[src/rtl/ihc_pkg.sv]
/*
  Constants and types of the interrupt and halt controller.
  Assumes a 32-bit APB slave where each register index is one word.
*/
package ihc_pkg;
  // Bus geometry
  localparam int IHC_ADDR_W = 10;
  localparam int IHC_DATA_W = 32;
  // Register indices, byte address is four times the index
  localparam logic [7:0] IDX_KEY_EN = 8'hE8;
  localparam logic [7:0] IDX_TICK_EN = 8'hEB;
  localparam logic [7:0] IDX_KEY_PEND = 8'hED;
  localparam logic [7:0] IDX_TICK_PEND = 8'hEF;
  localparam logic [7:0] IDX_CTRL = 8'hF0;
  localparam logic [7:0] IDX_EVT_STAT = 8'hF1;
  localparam logic [7:0] IDX_EVT_MASK = 8'hF2;
  // Field positions
  localparam int TICK_FAST_BIT = 0;
  localparam int TICK_MID_BIT = 1;
  localparam int TICK_SLOW_BIT = 2;
  localparam int KEY_PEND_BIT = 0;
  localparam int CTRL_GIE_BIT = 0;
  localparam int EVT_ENTRY_BIT = 0;
  localparam int EVT_WAKE_BIT = 1;
  // Widths
  localparam int TICK_N = 3;
  localparam int KEY_N = 4;
  localparam int EVT_N = 2;
  localparam int PC_W = 12;
  // Reset values
  localparam logic [KEY_N-1:0] RST_KEY_EN = 4'h0;
  localparam logic [TICK_N-1:0] RST_TICK_EN = 3'h0;
  localparam logic [TICK_N-1:0] RST_TICK_PEND = 3'h0;
  localparam logic RST_KEY_PEND = 1'h0;
  localparam logic RST_GIE = 1'h0;
  localparam logic [EVT_N-1:0] RST_EVT = 2'h0;
  // Entry sequence
  localparam int ENTRY_CYCLES = 12;
  localparam logic [3:0] CNT_LOAD = 4'hA;
  localparam logic [3:0] VEC_PAGE = 4'h1;
  localparam logic [7:0] VEC_KEY = 8'h01;
  localparam logic [7:0] VEC_TICK = 8'h02;
  typedef enum logic [1:0] {
    IHC_IDLE = 2'b00,
    IHC_PUSH = 2'b01,
    IHC_WAIT = 2'b11,
    IHC_LOAD = 2'b10
  } ihc_entry_t;
endpackage : ihc_pkg

[src/rtl/ihc_interrupt_halt_controller.sv]
/*
  Interrupt factor flags, masks, global enable, halt control and
  vectored entry sequencing, with an APB register port.
  Assumes all inputs synchronous to pclk and a core that signals
  instruction boundaries with a one-cycle acknowledge.
*/
`timescale 1ns/1ps
// Notes on behaviour
// - Request needs flag, mask and global enable
// - Accepting an interrupt clears global enable
// - Halt stops core clock; request wakes
// - Tap falling edges set timer flags
// - Any key rising edge sets key flag
// - Flags read-only; read returns then clears
// - Reset clears all factor flags
// - Masks readable, writable; one enables
// - Reset clears all mask bits
// - Timer mask bits align with flags
// - Four key masks qualify one flag
// - Entry first pushes return address
// - Then vector in page one loaded
// - Push and load take twelve cycles
// - Timer flags set even when masked
module ihc_interrupt_halt_controller
  import ihc_pkg::*;
#(
  parameter int PADDR_W = ihc_pkg::IHC_ADDR_W
)
(
  // Clock and reset
  input wire logic pclk,
  input wire logic presetn,
  // APB slave
  input wire logic psel,
  input wire logic penable,
  input wire logic pwrite,
  input wire logic [PADDR_W-1:0] paddr,
  input wire logic [ihc_pkg::IHC_DATA_W-1:0] pwdata,
  output logic pready,
  output logic [ihc_pkg::IHC_DATA_W-1:0] prdata,
  output logic pslverr,
  // Factor sources
  input wire logic [ihc_pkg::TICK_N-1:0] tick_taps,
  input wire logic [ihc_pkg::KEY_N-1:0] key_input_lines,
  // Core sequencer
  input wire logic global_irq_on,
  input wire logic global_irq_off,
  input wire logic halt_exec,
  input wire logic cpu_irq_ack,
  input wire logic [ihc_pkg::PC_W-1:0] pc_next,
  output logic cpu_irq_req,
  output logic cpu_halted,
  output logic cpu_clk_en,
  output logic stack_wr,
  output logic [ihc_pkg::PC_W-1:0] stack_wdata,
  output logic pc_load,
  output logic [ihc_pkg::PC_W-1:0] pc_vector,
  // Event interrupt
  output logic evt_irq
);
  import ihc_pkg::*;

  if (PADDR_W < IHC_ADDR_W)
  begin : g_chk
    $error("PADDR_W too small for the register map");
  end

  logic primed;
  logic [TICK_N-1:0] tap_prev;
  logic [KEY_N-1:0] key_prev;
  logic [TICK_N-1:0] tick_fell;
  logic key_rise;
  logic [TICK_N-1:0] tick_pend;
  logic key_pend;
  logic [TICK_N-1:0] tick_en;
  logic [KEY_N-1:0] key_en;
  logic gie;
  logic [EVT_N-1:0] evt_stat;
  logic [EVT_N-1:0] evt_mask;
  logic [EVT_N-1:0] evt_set;
  logic [7:0] idx;
  logic hit;
  logic done;
  logic wr_done;
  logic rd_done;
  logic [IHC_DATA_W-1:0] next_rdata;
  logic [TICK_N-1:0] tick_clr;
  logic key_clr;
  logic tick_req;
  logic key_req;
  logic irq_req_now;
  logic accept;
  logic wake;
  ihc_entry_t state;
  logic [3:0] cnt;

  // Address decode
  assign idx = paddr[9:2];
  assign done = psel && penable && pready;
  assign wr_done = done && pwrite && !pslverr;
  assign rd_done = done && !pwrite;

  always_comb
  begin
    hit = ((paddr >> 10) == '0);
    next_rdata = '0;
    case (idx)
      IDX_KEY_EN: next_rdata[KEY_N-1:0] = key_en;
      IDX_TICK_EN: next_rdata[TICK_N-1:0] = tick_en;
      IDX_KEY_PEND: next_rdata[KEY_PEND_BIT] = key_pend;
      IDX_TICK_PEND: next_rdata[TICK_N-1:0] = tick_pend;
      IDX_CTRL: next_rdata[CTRL_GIE_BIT] = gie;
      IDX_EVT_STAT: next_rdata[EVT_N-1:0] = evt_stat;
      IDX_EVT_MASK: next_rdata[EVT_N-1:0] = evt_mask;
      default: hit = 1'b0;
    endcase
  end

  // APB answer, zero wait states
  always_ff @(posedge pclk or negedge presetn)
  begin
    if (!presetn)
    begin
      pready <= 1'b0;
      prdata <= '0;
      pslverr <= 1'b0;
    end
    else if (psel && !penable)
    begin
      pready <= 1'b1;
      prdata <= pwrite ? '0 : next_rdata;
      pslverr <= !hit;
    end
    else if (done)
    begin
      pready <= 1'b0;
      pslverr <= 1'b0;
    end
  end

  // Edge detection
  always_ff @(posedge pclk or negedge presetn)
  begin
    if (!presetn)
    begin
      primed <= 1'b0;
      tap_prev <= '0;
      key_prev <= '0;
    end
    else
    begin
      primed <= 1'b1;
      tap_prev <= tick_taps;
      key_prev <= key_input_lines;
    end
  end

  assign tick_fell = primed ? (tap_prev & ~tick_taps) : '0;
  assign key_rise = primed && ((~key_prev & key_input_lines) != '0);

  assign tick_clr = (rd_done && idx == IDX_TICK_PEND) ? prdata[TICK_N-1:0] : '0;
  assign key_clr = rd_done && idx == IDX_KEY_PEND && prdata[KEY_PEND_BIT];

  for (genvar i = 0; i < TICK_N; i++)
  begin : g_tick
    always_ff @(posedge pclk or negedge presetn)
    begin
      if (!presetn)
        tick_pend[i] <= RST_TICK_PEND[i];
      else
        tick_pend[i] <= (tick_pend[i] && !tick_clr[i]) || tick_fell[i];
    end
  end

  always_ff @(posedge pclk or negedge presetn)
  begin
    if (!presetn)
      key_pend <= RST_KEY_PEND;
    else
      key_pend <= (key_pend && !key_clr) || key_rise;
  end

  always_ff @(posedge pclk or negedge presetn)
  begin
    if (!presetn)
    begin
      tick_en <= RST_TICK_EN;
      key_en <= RST_KEY_EN;
    end
    else if (wr_done && idx == IDX_TICK_EN)
      tick_en <= pwdata[TICK_N-1:0];
    else if (wr_done && idx == IDX_KEY_EN)
      key_en <= pwdata[KEY_N-1:0];
  end

  assign tick_req = (tick_pend & tick_en) != '0;
  assign key_req = key_pend && (key_en != '0);
  assign irq_req_now = gie && (tick_req || key_req);
  assign accept = cpu_irq_ack && cpu_irq_req && irq_req_now && (state == IHC_IDLE);

  always_ff @(posedge pclk or negedge presetn)
  begin
    if (!presetn)
      gie <= RST_GIE;
    else if (accept || global_irq_off)
      gie <= 1'b0;
    else if (global_irq_on)
      gie <= 1'b1;
    else if (wr_done && idx == IDX_CTRL)
      gie <= pwdata[CTRL_GIE_BIT];
  end

  always_ff @(posedge pclk or negedge presetn)
  begin
    if (!presetn)
      cpu_irq_req <= 1'b0;
    else
      cpu_irq_req <= irq_req_now && !accept;
  end

  assign wake = cpu_halted && irq_req_now;
  always_ff @(posedge pclk or negedge presetn)
  begin
    if (!presetn)
    begin
      cpu_halted <= 1'b0;
      cpu_clk_en <= 1'b1;
    end
    else if (wake)
    begin
      cpu_halted <= 1'b0;
      cpu_clk_en <= 1'b1;
    end
    else if (halt_exec && !cpu_halted && !irq_req_now)
    begin
      cpu_halted <= 1'b1;
      cpu_clk_en <= 1'b0;
    end
  end

  always_ff @(posedge pclk or negedge presetn)
  begin
    if (!presetn)
    begin
      state <= IHC_IDLE;
      cnt <= '0;
    end
    else
    begin
      case (state)
        IHC_IDLE:
          if (accept)
          begin
            state <= IHC_PUSH;
            cnt <= '0;
          end
        IHC_PUSH:
        begin
          state <= IHC_WAIT;
          cnt <= cnt + 4'h1;
        end
        IHC_WAIT:
        begin
          cnt <= cnt + 4'h1;
          if (cnt == CNT_LOAD)
            state <= IHC_LOAD;
        end
        IHC_LOAD: state <= IHC_IDLE;
        default: state <= IHC_IDLE;
      endcase
    end
  end

  always_ff @(posedge pclk or negedge presetn)
  begin
    if (!presetn)
    begin
      stack_wr <= 1'b0;
      stack_wdata <= '0;
    end
    else
    begin
      stack_wr <= accept;
      if (accept)
        stack_wdata <= pc_next;
    end
  end

  always_ff @(posedge pclk or negedge presetn)
  begin
    if (!presetn)
    begin
      pc_load <= 1'b0;
      pc_vector <= '0;
    end
    else
    begin
      pc_load <= (state == IHC_WAIT) && (cnt == CNT_LOAD);
      if (accept)
        pc_vector <= {VEC_PAGE, key_req ? VEC_KEY : VEC_TICK};
    end
  end

  // Event status, mask and output
  assign evt_set = {wake, accept};
  always_ff @(posedge pclk or negedge presetn)
  begin
    if (!presetn)
    begin
      evt_stat <= RST_EVT;
      evt_mask <= RST_EVT;
      evt_irq <= 1'b0;
    end
    else
    begin
      if (wr_done && idx == IDX_EVT_STAT)
        evt_stat <= (evt_stat & ~pwdata[EVT_N-1:0]) | evt_set;
      else
        evt_stat <= evt_stat | evt_set;
      if (wr_done && idx == IDX_EVT_MASK)
        evt_mask <= pwdata[EVT_N-1:0];
      evt_irq <= (evt_stat & evt_mask) != '0;
    end
  end
endmodule : ihc_interrupt_halt_controller

[config.mk]
export PLATFORM = sky130hd
export DESIGN_NAME = ihc_interrupt_halt_controller
export DESIGN_NICKNAME = d
export VERILOG_FILES = /design/src/rtl/ihc_pkg.sv /design/src/rtl/ihc_interrupt_halt_controller.sv
export SDC_FILE = /design/constraint.sdc
export NUM_CORES = 1
export LEC_CHECK = 0
export ABC_AREA = 1
export BUFFER_PORTS_ARGS = -buffer_cell sky130_fd_sc_hd__buf_2
export CORE_MARGIN = 2
export CORE_UTILIZATION = 50
export CTS_CLUSTER_SIZE = 14
export DETAILED_ROUTE_END_ITERATION = 8
export GPL_TIMING_DRIVEN = 0
export PLACE_DENSITY = 0.85
export SYNTH_ARGS = -nofsm -noshare
export SYNTH_HDL_FRONTEND = slang
export SYNTH_SLANG_ARGS = --single-unit
[constraint.sdc]
create_clock -name pclk -period 3 [get_ports pclk]
set_input_delay 0.15 -clock pclk [delete_from_list [all_inputs] [get_ports pclk]]
set_output_delay 0.15 -clock pclk [all_outputs]
set_load 0.005 [all_outputs]
======== Word-level counts from Yosys, hierarchy flattened ========
Cells that the tools add are included.
word-level totals
  register bits after elaboration ......... 91
  output and inout port bits .............. 64
  word-level logic and storage cells ...... 135
cells by class
  add/subtract/negate cells ............... 1
  equality and inequality tests ........... 13
  mux-type cells .......................... 25
  bitwise operators ....................... 11
  reductions and logical operators ........ 60
operators by type and width
  operator                                      number
  equality test 8 bit (second input constant)   7
  logical AND 1 bit                             29
  two-way mux 1 bit                             12
  logical NOT 1 bit                             11
  two-way mux 2 bit                             4
  two-way mux 4 bit                             2
  one-hot mux 2 bit (4 select lines)            1
  one-hot mux 4 bit (2 select lines)            1
  nonzero test 2 bit                            4
  nonzero test 4 bit                            2
  one-hot mux 1 bit (7 select lines)            1
  OR reduction 7 bit                            1
  AND 3 bit                                     2
  logical OR 1 bit                              6
  two-way mux 3 bit                             2
  AND reduction 2 bit                           3
  nonzero test 3 bit                            2
  one-hot mux 1 bit (5 select lines)            1
  adder 4 x 1 -> 4 bit (second input constant)  1
  AND 2 bit                                     2
  AND 4 bit                                     1
  equality test 2 bit (second input constant)   2
  equality test 4 bit (second input constant)   1
  != test 2 bit (second input constant)         2
  9 further kinds                               10

======== Depth between registers and ports, before layout ========
  depth after elaboration ................. 8
  gate-level depth with buffers ........... 10
  mapped depth without buffers ............ 9

======== Least setup slack after synthesis ========
OpenSTA, ideal clock, no wires.
  kind .................................... flip-flop to flip-flop
  start point ............................. register key_en[3]
  end point ............................... register pc_vector[8] (netlist bit)
  library setup time ...................... 0.127 ns
  arrival time ............................ 1.098 ns
  data required time ...................... 2.873 ns
  setup slack ............................. 1.775 ns
  cell stages (with the launch flop) ...... 8
  buffers on the path ..................... 0
  cell sequence ........................... dfrtp_1 -> nor2_1 -> nand2_1 -> nand2_2 -> nand2_2 -> nand4_4 -> inv_4 -> or2_2
between the ends
  word-level cells in the longest chain between the ends .. 6
RTL lines
  element                          line                                  RTL
  from (decl)                      ihc_interrupt_halt_controller.sv:76   logic [KEY_N-1:0] key_en;
  from (signal assigned)           ihc_interrupt_halt_controller.sv:193  key_en <= pwdata[KEY_N-1:0];
  nonzero test 4 bit               ihc_interrupt_halt_controller.sv:197  assign key_req = key_pend && (key_en != '0);
  logical AND 1 bit                ihc_interrupt_halt_controller.sv:197
  logical OR 1 bit                 ihc_interrupt_halt_controller.sv:198  assign irq_req_now = gie && (tick_req || key_req);
  logical AND 1 bit                ihc_interrupt_halt_controller.sv:198
  logical AND 1 bit (2 in series)  ihc_interrupt_halt_controller.sv:199  assign accept = cpu_irq_ack && cpu_irq_req && irq_req_now && (state == IHC_IDLE);
  to (signal assigned)             ihc_interrupt_halt_controller.sv:300  pc_vector <= {VEC_PAGE, key_req ? VEC_KEY : VEC_TICK};
  to (decl)                        ihc_interrupt_halt_controller.sv:57   output logic [ihc_pkg::PC_W-1:0] pc_vector,
Every way passes these cells.
A chain may end at the register's enable or synchronous reset.

======== Worst setup path after layout ========
  start point ............................. register pready
  end point ............................... register evt_stat[1]
between the ends
  word-level cells in the longest chain between the ends .. 5
RTL lines
  element                          line                                  RTL
  from (decl)                      ihc_interrupt_halt_controller.sv:39   output logic pready,
  from (signal assigned)           ihc_interrupt_halt_controller.sv:124  pready <= 1'b0;
  from (signal assigned)           ihc_interrupt_halt_controller.sv:130  pready <= 1'b1;
  from (signal assigned)           ihc_interrupt_halt_controller.sv:136  pready <= 1'b0;
  logical AND 1 bit                ihc_interrupt_halt_controller.sv:99   assign done = psel && penable && pready;
  logical AND 1 bit (2 in series)  ihc_interrupt_halt_controller.sv:100  assign wr_done = done && pwrite && !pslverr;
  logical AND 1 bit                ihc_interrupt_halt_controller.sv:316  if (wr_done && idx == IDX_EVT_STAT)
  two-way mux 2 bit                ihc_interrupt_halt_controller.sv:316
  to (signal assigned)             ihc_interrupt_halt_controller.sv:317  evt_stat <= (evt_stat & ~pwdata[EVT_N-1:0]) | evt_set;
  to (signal assigned)             ihc_interrupt_halt_controller.sv:319  evt_stat <= evt_stat | evt_set;
  to (decl)                        ihc_interrupt_halt_controller.sv:78   logic [EVT_N-1:0] evt_stat;
Every way passes these cells.

==> run_results.csv <==
group,metric,value,unit
yosys,synth_top_cell_area_share,0.491,
yosys,synth_compound_area_frac,0.0557,
min_path,worstHoldPathCells,3,
power_and_ir_drop,pwr-share-seq,0.411,
place,pre_cts_ws,1580,ps
yosys,synth_enable_flop_cells,0,
clock_tree,cts_buffers,9,
yosys,async_flop_share,1.00,
power_and_ir_drop,powerDensity,513,nW/um^2
finish,diodes,0,
grt,grt_pass1_wl,9530,um
yosys,yosys_warnings,0,
drt,drt_iter0_markers,142,
die,die_x,79.6,um
die,dieArea,6330,um^2
timing,tns,0,ps
setup_path,start_kind,"flip-flop",
finish,fin_nets,535,
yosys,synth_common_cells,"nand2_1, dfrtp_1, buf_4",
grt,grt_usage,0.197,
yosys,avgSynthCellArea,8.40,um^2
min_path,min_delay_worst_endpoint,"stack_wdata[0]",
yosys,yosys-top-cells-area,"dfrtp_1, nand2_1, buf_4",
clock_tree,cts.clk_slew.worst_paths,70,ps
power_and_ir_drop,power.leakage,2.17,nW
setup_path,path_cells,"nand3_2 > nor3_4 > nand3_1 > o21ai_0 > o21ai_0",
clock_tree,clock_tree.buffer_depth,2,
drt,avgViaCountPerCell,4.54,
setup_path,crit_family,"simple AND/OR/NAND/NOR gates",
place,dp_hpwl,4310,um
yosys,synthCells,340,
yosys,netlist_area,2860,um^2
die,die_h,79.6,um
yosys,yosys.area.top_type,"dfrtp_1",
power_and_ir_drop,switching_share,0.204,
finish,area_growth,33.0,%
yosys,ys_ff_latch,57,
power_and_ir_drop,clock_power_share,0.505,
power_and_ir_drop,power_switching,0.397,mW
yosys,ys_types,34,
drt,wl_per_cell,11.1,um
grt,grt_pass1_vias,2269,
timing,hold_viol_final,0,
clock_tree,cts.sinks,57,
setup_path,worst_ep_arrival_time,1650,ps
yosys,synth_mux_area_frac,0,
clock_tree,clock_latency,340,ps
drt,dr.pass1.iters,4,
grt,gr-total-overflow,0,
place,port-buffer-count,66,
yosys,synth_xor_area_frac,0.00613,
setup_path,crit_type,"reg2reg",
timing,tightest_slew,676,ps
die,fp.coreArea,5510,um^2
timing,fin_skew,7.67,ps
timing,slew_headroom,0.549,
setup_path,reg2reg_depth,5,
setup_path,crit_required,3220,ps
yosys,synthAdderAreaFrac,0.00876,
setup_path,cp-end-kind,"flip-flop",
power_and_ir_drop,comb_power_share,0.084,
setup_path,worstReg2RegStart,"pready",
finish,drive_above_1_share,0.295,
job,cap_violations,0,
timing,rsz0062_at_grt,"no",
drt,wirelength,5970,um
timing,setup_violations,0,
timing,final_max_slew_viol_count,0,
die,placementRows,27,
yosys,synth_flop_cell,"dfrtp_1",
grt,grt_max_degree,58,
timing,fin_hold_ws,8.32,ps
yosys,synth.yosys.seq_area_share,0.500,
drt,drtAntennaViolNets,0,
yosys,synth_most_common_cell,"nand2_1",
power_and_ir_drop,irDropWorstVdd,0.458,mV
yosys,yosys.area_share.simple,0.271,
grt,antenna_found_initial,0,
place,globalplace.congestion,0.852,
finish,utilization,0.690,
timing,worst_slack,1570,ps
power_and_ir_drop,p_int,1.55,mW
setup_path,path_buf_inv,0,
setup_path,rrSetupSlack,1570,ps
drt,vias,2451,
die,initial_utilization,0.519,
setup_path,cp_max_fo,7,
setup_path,timing.rr.end,"evt_stat[1]",
setup_path,cpMaxStageDelayCell,"dfrtp_1",
clock_tree,cts_root_buffer,"clkbuf_8",
clock_tree,h-tree-depth,3,
finish,fillers,463,
timing,period_share,0.477,
timing,fin_crit,1430,ps
yosys,synth_top_family_by_area,"simple AND/OR/NAND/NOR gates",
setup_path,cpMostUsedCell,"o21ai_0",
timing,clock.fmax,698,MHz
clock_tree,cts_tree,"built",
die,ios,134,
finish,ff_latch_area,1430,um^2
drt,drc,0,
finish,multiInputGateArea,1120,um^2
run_status,status,"completed",
min_path,hold_start,"pc_next[0]",
min_path,worstHoldPathType,"in2reg",
setup_path,slowest_delay,390,ps
==> per-layer routing <==
metal | global-route usage | wire length [um] | vias to the layer above
met5 | 0 | 0 | -
li1 | - | - | 1239
met2 | 0.341 | 3020 | 86
met1 | 0.229 | 2480 | 1118
met3 | 0.0373 | 374 | 8
met4 | 0.109 | 89 | 0
==> layout by cell type, fill, tap and decap left out, types with 2 or more instances in the layout <==
cell type	instances
nand3_1	27
nand3b_1	3
clkbuf_8	11
dfrtp_1	56
ha_1	2
o21ai_0	21
o21ai_1	4
conb_1	38
clkbuf_1	2
buf_4	39
nand2_1	101
nand2_2	4
nor2_4	2
dlygate4sd3_1	9
nor2_1	22
buf_2	66
and3_1	2
nand3_2	2
bufinv_16	4
inv_1	32
o22ai_1	2
==> repair_timing <==
item | CTS | global route
gates resized for setup | 0 | 0
hold endpoints to repair | 8 | 28
setup buffers | 0 | 0
hold buffers | 8 | 1
==> sequential cells by signal (all words and copies together), names as in the netlist, 2 cells and up <==
register and cells:
stack_wdata 12, cnt 4, key_en 4, key_prev 4
prdata 4, pc_vector 3, tap_prev 3, tick_en 3
tick_pend 3, evt_mask 2, evt_stat 2, state 2
==> worst register-to-register path: stages (launching register included) <==
cell and delay (ps):
dfrtp_1 390, nand3_2 130, nor3_4 330, nand3_1 170, o21ai_0 190, o21ai_0 100
==> worst max path at each step <==
stage,to,cells past startpoint,start,slack (ps)
final,evt_stat[1],5,pready,1570
after global routing,evt_stat[1],5,pready,1430
after CTS,evt_stat[1],5,pready,1530
after detailed placement,evt_stat[1],5,pready,1580
after global placement,evt_stat[1],5,pready,1650
after floorplan,pc_vector[8],7,key_en[3],1770
==> final cells by class <==
class,count,area share
buffer,42,0.0830
clock buffer,11,0.0399
clock inverter,5,0.0329
inverter,34,0.0343
multi-input combinational,243,0.294
sequential,57,0.376
tap,72,0.0237
timing repair buffer,76,0.116
==> cells by family (layout without fill, tap and decap cells) <==
family / after synthesis / after routing
and+or+nand+nor: 171 / 171
buffers and inverters: 76 / 168
DFF: 57 / 57
AOI/OAI and AO/OA: 30 / 30
adders and majority gates: 2 / 2
other: 2 / 38
xor gates and xnor gates: 2 / 2
==> stage by stage <==
step / instances / cell area (um^2) / power (mW)
detailed placement: 514 / 3410 / 0.966
floorplan: 376 / 2990 / 0.901
global placement: 514 / 3410 / 0.961
global route: 540 / 3800 / 2.02
finish: 540 / 3800 / 1.95
CTS: 538 / 3770 / 1.96
==> power by group through the flow <==
stage | Clock [mW] | Sequential [mW] | Combinational [mW]
after floorplan | 0 | 0.814 | 0.0868
after global placement | 0 | 0.814 | 0.148
after detailed placement | 0 | 0.815 | 0.151
after CTS | 0.996 | 0.800 | 0.160
after global routing | 1.03 | 0.802 | 0.184
final | 0.983 | 0.800 | 0.164
Note: power is estimated with default switching activity, not from simulation.
